File: config.mk
export PLATFORM = sky130hd
export DESIGN_NAME = amp_mode_and_fault_registers
export DESIGN_NICKNAME = d
export VERILOG_FILES = /design/src/verilog/amp_regs_pkg.sv /design/src/verilog/fault_if.sv /design/src/verilog/amp_mode_and_fault_registers.sv /design/src/verilog/fault_monitor.sv
export SDC_FILE = /design/constraint.sdc
export NUM_CORES = 1
export LEC_CHECK = 0
export ABC_AREA = 0
export BUFFER_PORTS_ARGS = -buffer_cell sky130_fd_sc_hd__buf_2
export CAP_MARGIN = 0
export CORE_MARGIN = 1
export CORE_UTILIZATION = 53
export DETAILED_ROUTE_END_ITERATION = 8
export MAX_ROUTING_LAYER = met4
export PLACE_DENSITY = 0.85
export SKIP_LAST_GASP = 1
export SLEW_MARGIN = 20
export SYNTH_ARGS = -nofsm -noshare
export SYNTH_HDL_FRONTEND = slang
export SYNTH_SLANG_ARGS = --single-unit
File: constraint.sdc
create_clock -name aclk -period 3.5 [get_ports aclk]
set_clock_uncertainty 0.2 [all_clocks]
set_input_delay 0.35 -clock aclk [delete_from_list [all_inputs] [get_ports aclk]]
set_output_delay 0.35 -clock aclk [all_outputs]
set_load 0.02 [all_outputs]
File: src/verilog/amp_regs_pkg.sv
package amp_regs_pkg;
    // register indices; byte address is four times the index
    localparam logic [3:0] IDX_OUTPUT_STAGE = 4'h6;
    localparam logic [3:0] IDX_RESERVED_SLOT = 4'h7;
    localparam logic [3:0] IDX_FAULT = 4'h8;
    localparam logic [3:0] IDX_IRQ_STATUS = 4'ha;
    localparam logic [3:0] IDX_IRQ_MASK = 4'hb;
    localparam logic [3:0] IDX_SPEED = 4'hc;
    localparam int ADDR_W = 8;

    // output_stage_config fields
    localparam int TOPO_BIT = 7;
    localparam int RATE_MSB = 6;
    localparam int RATE_LSB = 4;
    localparam int GAIN_MSB = 3;
    localparam int GAIN_LSB = 2;
    localparam int CHSEL_BIT = 1;
    localparam int RSVD_BIT = 0;
    localparam logic [7:0] OUTPUT_STAGE_RESET = 8'h51;
    localparam logic [1:0] GAIN_RESERVED = 2'h3;

    // fault_config_and_status fields
    localparam int TRIP_MSB = 5;
    localparam int TRIP_LSB = 4;
    localparam logic [1:0] TRIP_RESET = 2'h0;
    localparam int CLKF_BIT = 3;
    localparam int OCF_BIT = 2;
    localparam int DCF_BIT = 1;
    localparam int OTF_BIT = 0;
    localparam int FLAG_W = 4;

    // speed control register, and the interrupt status and mask reset value
    localparam int DOUBLE_SPEED_BIT = 0;
    localparam logic DOUBLE_SPEED_RESET = 1'b0;
    localparam logic [FLAG_W-1:0] IRQ_RESET = 4'h0;

    localparam logic [1:0] RESP_OKAY = 2'h0;
    localparam logic [1:0] RESP_SLVERR = 2'h2;

    // switching rate as a multiple of the frame clock, per rate code
    localparam logic [4:0] RATE_MULT [8] = '{5'h06, 5'h08, 5'h0a, 5'h0c, 5'h0e, 5'h10, 5'h14, 5'h18};
    // overcurrent trip level in percent of nominal, per scale code
    localparam logic [6:0] TRIP_PCT [4] = '{7'h64, 7'h4b, 7'h32, 7'h19};
    localparam int SYNC_W = 5;
    // idle level of each synchronised pin, shutdown on top
    localparam logic [SYNC_W-1:0] PIN_IDLE = 5'h10;
endpackage

File: src/verilog/fault_if.sv
`timescale 1ns/1ps
interface fault_if;
    logic clock_fault_flag;
    logic overcurrent_fault_flag;
    logic output_offset_fault_flag;
    logic overtemp_fault_flag;
    logic shutdown_released;
    modport monitor (
        output clock_fault_flag,
        output overcurrent_fault_flag,
        output output_offset_fault_flag,
        output overtemp_fault_flag,
        output shutdown_released
    );
    modport consumer (
        input clock_fault_flag,
        input overcurrent_fault_flag,
        input output_offset_fault_flag,
        input overtemp_fault_flag,
        input shutdown_released
    );
endinterface

File: src/verilog/amp_mode_and_fault_registers.sv
`timescale 1ns/1ps
module amp_mode_and_fault_registers
    import amp_regs_pkg::*;
(
    input wire logic aclk,
    input wire logic aresetn,
    input wire logic [ADDR_W-1:0] s_axi_awaddr,
    input wire logic [2:0] s_axi_awprot,
    input wire logic s_axi_awvalid,
    output logic s_axi_awready,
    input wire logic [31:0] s_axi_wdata,
    input wire logic [3:0] s_axi_wstrb,
    input wire logic s_axi_wvalid,
    output logic s_axi_wready,
    output logic [1:0] s_axi_bresp,
    output logic s_axi_bvalid,
    input wire logic s_axi_bready,
    input wire logic [ADDR_W-1:0] s_axi_araddr,
    input wire logic [2:0] s_axi_arprot,
    input wire logic s_axi_arvalid,
    output logic s_axi_arready,
    output logic [31:0] s_axi_rdata,
    output logic [1:0] s_axi_rresp,
    output logic s_axi_rvalid,
    input wire logic s_axi_rready,
    input wire logic clock_invalid,
    input wire logic overcurrent_detect,
    input wire logic output_offset_detect,
    input wire logic overtemp_detect,
    input wire logic amp_shutdown_n,
    output logic parallel_bridge_select,
    output logic mono_source_channel,
    output logic [1:0] analog_gain_code,
    output logic [4:0] switch_rate_mult,
    output logic [6:0] overcurrent_trip_pct,
    output logic amp_enable,
    output logic irq
);
    logic [7:0] output_stage_config;
    logic [1:0] overcurrent_trip_scale;
    logic double_speed;
    logic [FLAG_W-1:0] irq_status;
    logic [FLAG_W-1:0] irq_mask;
    logic [FLAG_W-1:0] fault_now;
    logic [FLAG_W-1:0] fault_prev;
    logic [FLAG_W-1:0] fault_rise;
    logic [7:0] fault_config_and_status;
    logic aw_held;
    logic w_held;
    logic [ADDR_W-1:0] wr_addr;
    logic [7:0] wr_data;
    logic wr_lane0;
    logic do_write;
    logic wr_mapped;
    logic [3:0] wr_idx;
    logic rd_mapped;
    logic [3:0] rd_idx;
    logic [7:0] next_rdata;
    logic [2:0] rate_code;

    fault_if flags ();

    fault_monitor u_fault_monitor (
        .aclk(aclk),
        .aresetn(aresetn),
        .clock_invalid(clock_invalid),
        .overcurrent_detect(overcurrent_detect),
        .output_offset_detect(output_offset_detect),
        .overtemp_detect(overtemp_detect),
        .amp_shutdown_n(amp_shutdown_n),
        .flags(flags.monitor)
    );

    assign fault_now = {flags.clock_fault_flag, flags.overcurrent_fault_flag,
                        flags.output_offset_fault_flag, flags.overtemp_fault_flag};
    assign fault_rise = fault_now & ~fault_prev;
    assign fault_config_and_status = {2'h0, overcurrent_trip_scale, fault_now};

    // write channel: address and data taken in either order, response after both
    assign s_axi_awready = ~aw_held & ~s_axi_bvalid;
    assign s_axi_wready = ~w_held & ~s_axi_bvalid;
    assign do_write = aw_held & w_held & ~s_axi_bvalid;
    assign wr_idx = wr_addr[5:2];
    assign wr_mapped = (wr_addr[1:0] == 2'h0) && (wr_addr[ADDR_W-1:6] == '0)
        && (wr_idx == IDX_OUTPUT_STAGE || wr_idx == IDX_RESERVED_SLOT || wr_idx == IDX_FAULT
            || wr_idx == IDX_IRQ_STATUS || wr_idx == IDX_IRQ_MASK || wr_idx == IDX_SPEED);

    always_ff @(posedge aclk) begin
        if (!aresetn) begin
            aw_held <= 1'b0;
            wr_addr <= '0;
        end else if (s_axi_awvalid && s_axi_awready) begin
            aw_held <= 1'b1;
            wr_addr <= s_axi_awaddr;
        end else if (do_write) begin
            aw_held <= 1'b0;
        end
    end

    always_ff @(posedge aclk) begin
        if (!aresetn) begin
            w_held <= 1'b0;
            wr_data <= 8'h00;
            wr_lane0 <= 1'b0;
        end else if (s_axi_wvalid && s_axi_wready) begin
            w_held <= 1'b1;
            wr_data <= s_axi_wdata[7:0];
            wr_lane0 <= s_axi_wstrb[0];
        end else if (do_write) begin
            w_held <= 1'b0;
        end
    end

    always_ff @(posedge aclk) begin
        if (!aresetn) begin
            s_axi_bvalid <= 1'b0;
            s_axi_bresp <= RESP_OKAY;
        end else if (do_write) begin
            s_axi_bvalid <= 1'b1;
            s_axi_bresp <= wr_mapped ? RESP_OKAY : RESP_SLVERR;
        end else if (s_axi_bready) begin
            s_axi_bvalid <= 1'b0;
        end
    end

    // output stage configuration; the reserved gain code is refused
    always_ff @(posedge aclk) begin
        if (!aresetn) begin
            output_stage_config <= OUTPUT_STAGE_RESET;
        end else if (do_write && wr_mapped && wr_lane0 && wr_idx == IDX_OUTPUT_STAGE) begin
            output_stage_config[TOPO_BIT] <= wr_data[TOPO_BIT];
            output_stage_config[RATE_MSB:RATE_LSB] <= wr_data[RATE_MSB:RATE_LSB];
            output_stage_config[CHSEL_BIT] <= wr_data[CHSEL_BIT];
            output_stage_config[RSVD_BIT] <= wr_data[RSVD_BIT];
            if (wr_data[GAIN_MSB:GAIN_LSB] != GAIN_RESERVED) begin
                output_stage_config[GAIN_MSB:GAIN_LSB] <= wr_data[GAIN_MSB:GAIN_LSB];
            end
        end
    end

    // only the trip scale of the fault register is writable
    always_ff @(posedge aclk) begin
        if (!aresetn) begin
            overcurrent_trip_scale <= TRIP_RESET;
        end else if (do_write && wr_mapped && wr_lane0 && wr_idx == IDX_FAULT) begin
            overcurrent_trip_scale <= wr_data[TRIP_MSB:TRIP_LSB];
        end
    end

    always_ff @(posedge aclk) begin
        if (!aresetn) begin
            double_speed <= DOUBLE_SPEED_RESET;
        end else if (do_write && wr_mapped && wr_lane0 && wr_idx == IDX_SPEED) begin
            double_speed <= wr_data[DOUBLE_SPEED_BIT];
        end
    end

    always_ff @(posedge aclk) begin
        if (!aresetn) begin
            irq_mask <= IRQ_RESET;
        end else if (do_write && wr_mapped && wr_lane0 && wr_idx == IDX_IRQ_MASK) begin
            irq_mask <= wr_data[FLAG_W-1:0];
        end
    end

    // sticky events on each fault rising; a new event beats a write-one clear
    always_ff @(posedge aclk) begin
        if (!aresetn) begin
            fault_prev <= '0;
            irq_status <= IRQ_RESET;
        end else begin
            fault_prev <= fault_now;
            if (do_write && wr_mapped && wr_lane0 && wr_idx == IDX_IRQ_STATUS) begin
                irq_status <= (irq_status & ~wr_data[FLAG_W-1:0]) | fault_rise;
            end else begin
                irq_status <= irq_status | fault_rise;
            end
        end
    end

    always_ff @(posedge aclk) begin
        if (!aresetn) begin
            irq <= 1'b0;
        end else begin
            irq <= |(irq_status & irq_mask);
        end
    end

    // read channel
    assign s_axi_arready = ~s_axi_rvalid;
    assign rd_idx = s_axi_araddr[5:2];
    assign rd_mapped = (s_axi_araddr[1:0] == 2'h0) && (s_axi_araddr[ADDR_W-1:6] == '0)
        && (rd_idx == IDX_OUTPUT_STAGE || rd_idx == IDX_RESERVED_SLOT || rd_idx == IDX_FAULT
            || rd_idx == IDX_IRQ_STATUS || rd_idx == IDX_IRQ_MASK || rd_idx == IDX_SPEED);

    always_comb begin
        next_rdata = 8'h00;
        if (rd_mapped) begin
            unique case (rd_idx)
                IDX_OUTPUT_STAGE: next_rdata = output_stage_config;
                IDX_FAULT: next_rdata = fault_config_and_status;
                IDX_IRQ_STATUS: next_rdata = {4'h0, irq_status};
                IDX_IRQ_MASK: next_rdata = {4'h0, irq_mask};
                IDX_SPEED: next_rdata = {7'h00, double_speed};
                default: next_rdata = 8'h00;
            endcase
        end
    end

    always_ff @(posedge aclk) begin
        if (!aresetn) begin
            s_axi_rvalid <= 1'b0;
            s_axi_rdata <= 32'h0000_0000;
            s_axi_rresp <= RESP_OKAY;
        end else if (s_axi_arvalid && s_axi_arready) begin
            s_axi_rvalid <= 1'b1;
            s_axi_rdata <= {24'h000000, next_rdata};
            s_axi_rresp <= rd_mapped ? RESP_OKAY : RESP_SLVERR;
        end else if (s_axi_rready) begin
            s_axi_rvalid <= 1'b0;
        end
    end

    // drive the output stage from the stored settings
    assign rate_code = output_stage_config[RATE_MSB:RATE_LSB];

    always_ff @(posedge aclk) begin
        if (!aresetn) begin
            parallel_bridge_select <= 1'b0;
            mono_source_channel <= 1'b0;
            analog_gain_code <= 2'h0;
            switch_rate_mult <= 5'h00;
            overcurrent_trip_pct <= 7'h00;
        end else begin
            parallel_bridge_select <= output_stage_config[TOPO_BIT];
            mono_source_channel <= output_stage_config[CHSEL_BIT];
            analog_gain_code <= output_stage_config[GAIN_MSB:GAIN_LSB];
            switch_rate_mult <= double_speed ? (RATE_MULT[rate_code] >> 1) : RATE_MULT[rate_code];
            overcurrent_trip_pct <= TRIP_PCT[overcurrent_trip_scale];
        end
    end

    // any fault stops the amplifier; clock faults release it on their own
    always_ff @(posedge aclk) begin
        if (!aresetn) begin
            amp_enable <= 1'b0;
        end else begin
            amp_enable <= flags.shutdown_released & ~(|fault_now);
        end
    end
endmodule // amp_mode_and_fault_registers

File: src/verilog/fault_monitor.sv
`timescale 1ns/1ps
module fault_monitor
    import amp_regs_pkg::*;
(
    input wire logic aclk,
    input wire logic aresetn,
    input wire logic clock_invalid,
    input wire logic overcurrent_detect,
    input wire logic output_offset_detect,
    input wire logic overtemp_detect,
    input wire logic amp_shutdown_n,
    fault_if.monitor flags
);
    logic [SYNC_W-1:0] raw;
    logic [SYNC_W-1:0] meta;
    logic [SYNC_W-1:0] sync;
    logic shutdown_prev;
    logic toggle_done;

    assign raw = {amp_shutdown_n, clock_invalid, overcurrent_detect, output_offset_detect, overtemp_detect};

    genvar i;
    generate
        for (i = 0; i < SYNC_W; i++) begin : g_sync
            always_ff @(posedge aclk) begin
                if (!aresetn) begin
                    meta[i] <= PIN_IDLE[i];
                    sync[i] <= PIN_IDLE[i];
                end else begin
                    meta[i] <= raw[i];
                    sync[i] <= meta[i];
                end
            end
        end
    endgenerate

    // shutdown pulled low and released again completes a toggle
    assign toggle_done = sync[4] & ~shutdown_prev;

    always_ff @(posedge aclk) begin
        if (!aresetn) begin
            shutdown_prev <= PIN_IDLE[SYNC_W-1];
        end else begin
            shutdown_prev <= sync[4];
        end
    end

    // clock fault follows the detector with no memory
    always_ff @(posedge aclk) begin
        if (!aresetn) begin
            flags.clock_fault_flag <= 1'b0;
        end else begin
            flags.clock_fault_flag <= sync[3];
        end
    end

    // latched faults; a new fault wins over a toggle in the same cycle
    always_ff @(posedge aclk) begin
        if (!aresetn) begin
            flags.overcurrent_fault_flag <= 1'b0;
            flags.output_offset_fault_flag <= 1'b0;
            flags.overtemp_fault_flag <= 1'b0;
        end else begin
            flags.overcurrent_fault_flag <= sync[2] | (flags.overcurrent_fault_flag & ~toggle_done);
            flags.output_offset_fault_flag <= sync[1] | (flags.output_offset_fault_flag & ~toggle_done);
            flags.overtemp_fault_flag <= sync[0] | (flags.overtemp_fault_flag & ~toggle_done);
        end
    end

    assign flags.shutdown_released = sync[4];
endmodule // fault_monitor
==> results.toml <==
[finish]
final_common_cell = "dfxtp_1"
layout-drive-gt1-share_pct = 22.6
area.growth.synth_to_final_pct = 14.2
antennaDiodeCount = 0
final_cell_mix = "dfxtp_1, buf_2, nand2_1, conb_1, and2_1"
instances_no_fill = 528
fin_util_pct = 63.7
layout.nets = 519

[run_status]
violations = "design-rule violations"
outcome = "complete, but fails checks"

[critical_path]
cp.required_ps = 3560
cp-end-kind = "flip-flop"
start_kind = "flip-flop"
crit_fanout = 13
path_class = "flip-flop to flip-flop"
crit_arrival_ps = 1820

[synthesis]
yosysWarnings = 0
syn-cell-area_um2 = 3580
syn_inst = 380
synth-seq-cells = 86
synth_cell_types = 54
syn_avg_cell_area_um2 = 9.42
synthArstFlopShare_pct = 0
seq_area_frac_synth_pct = 48.1
synth_edf_count = 0
yosys_most_used_dff = "dfxtp_1"

[global_route]
globalRouteTotalUtil_pct = 20.2
antenna_found_initial = 0
grt_pass1_wl_mm = 10.8
grt_pass1_vias = 2479
grt_max_degree = 62
grt_overflow = 0

[detailed_routing]
dr.pass1.iters = 6
num_vias = 2679
drt-initial-drc-count = 90
wirelength_mm = 6.48
wl_per_cell_um = 12.3
drc_errors = 14
drtAntennaViolNets = 0
vias_per_cell = 5.07

[timing]
timing.fmax_mhz = 566
tns_ps = 0
hold_ws_ps = 21.0
slew_headroom_pct = 41.9
finalCritPeriodShare_pct = 50.5
hold_viol = 0
rsz0062_at_grt = "no"
drv_slew = 0
setup_violations = 0
min_period_ps = 1770
tightest_slew_ps = 871

[flow_run]
maxCapViolations = 0

[pwr]
irDropWorstVdd_mv = 0.279
p_total_mw = 1.92
power_density_nw_per_um2 = 469
leakage_nw = 1.82

[placement]
gp_congestion = 0.815
dp_cells = 507
io_buffers = 69
place_hpwl_mm = 4.62

[cts]
cts_resized = 0
cts-root-buf = "clkbuf_8"
insertion_delay_ps = 360
clockBufferDepth = 2
cts_setup_buffers = 0
cts_tree = "yes"
cts.sinks = 86
cts_buffers = 9
clkTransAtPathRegs_ps = 90
cts_max_level = 3

[floorplanning]
core_um2 = 6420
die-area_um2 = 7090
dieWidth_um = 84.2
dieHeight_um = 84.2
start_util_pct = 55.8
fp-row-count = 29
io_pins = 129

[min_path]
min-delay-path-class = "input port to flip-flop"
## stage by stage
stage / area (µm²) / setup WS [ps]
after floorplan: 3670 / 1850
after global placement: 3830 / 1660
after detailed placement: 3830 / 1620
after CTS: 4090 / 1750
after global routing: 4090 / 1600
final: 4090 / 1730
## area by class of cell
cell class	count	area (µm²)
tap	77	96.3
clock buffer	9	124
timing repair buffer	75	403
sequential	86	1720
multi-input combinational	267	1640
fill	521	2330
clock inverter	7	81.3
inverter	7	26.3
## cell usage after synthesis, types with 4 or more instances
library cell | instances | area share [%]
dfxtp_1 | 86 | 48
nand2_1 | 61 | 6.4
buf_4 | 27 | 5.7
and2_1 | 25 | 4.4
a21boi_0 | 21 | 4.4
nor2b_1 | 18 | 3.1
o21ai_0 | 17 | 2.4
clkbuf_1 | 11 | 1.2
mux2i_1 | 9 | 2.5
nand2b_1 | 9 | 1.6
a21oi_1 | 8 | 1.1
nor2_1 | 8 | 0.84
inv_1 | 7 | 0.73
a22o_1 | 4 | 0.98
a22oi_1 | 4 | 0.84
and3_1 | 4 | 0.70
buf_2 | 4 | 0.56
mux2_2 | 4 | 1.3
## cells by family (layout without fill, tap and decap cells)
family,count (synthesis),count (layout),synth area share [%]
simple gates,151,151,23.5
flops,86,86,48.1
compound gates,72,72,14.1
buf+inv,52,98,8.84
mux,13,13,3.77
fa+ha+maj,3,3,1.05
xor+xnor,2,2,0.489
other cells,1,26,0.105
## sequential cells by signal (all words and copies together) (netlist names), 2 cells and up
register	count
output_stage_config	8
overcurrent_trip_scale	2
u_fault_monitor.sync	4
fault_prev	4
s_axi_rdata	8
irq_mask	4
u_fault_monitor.meta	5
overcurrent_trip_pct	6
irq_status	4
switch_rate_mult	5
wr_addr	8
wr_data	8
analog_gain_code	2
## final timing paths
check / startpoint / endpoint / slack, ps / depth (start not counted)
setup reg to reg: wr_addr[0] / output_stage_config[2] / 1730 / 3
hold reg to reg: u_fault_monitor.meta[4] / u_fault_monitor.flags.shutdown_released / 210 / 1
setup / recovery: wr_addr[0] / output_stage_config[2] / 1730 / 3
hold / removal: s_axi_arvalid / s_axi_rvalid / 20 / 2
## critical path, cell delays in order (launching register included)
cell	delay, ps
dfxtp_1	340
nor4_4	430
nand3_2	330
o221a_2	360
## timing repair
item,4_1_cts,5_1_grt
hold buffers,5,0
setup endpoints to repair,0,0
hold endpoints to repair,5,0
## report_power, final
group,total (mW),switching (mW),leakage [nW],internal (mW)
clock,0.705,0.366,0.106,0.339
combinational,0.177,0.108,1.01,0.0684
sequential,1.04,0.0254,0.702,1.01
## layer usage
layer	GRT usage, %	part of all wire, %	vias to the layer above
met1	22.8	45	1220
met2	32.5	47	86
met4	10.7	2.2	0
li1	-	-	1362
met3	5.80	5.5	11
met5	-	0	-
No activity file was read; power rests on OpenSTA's default activity.
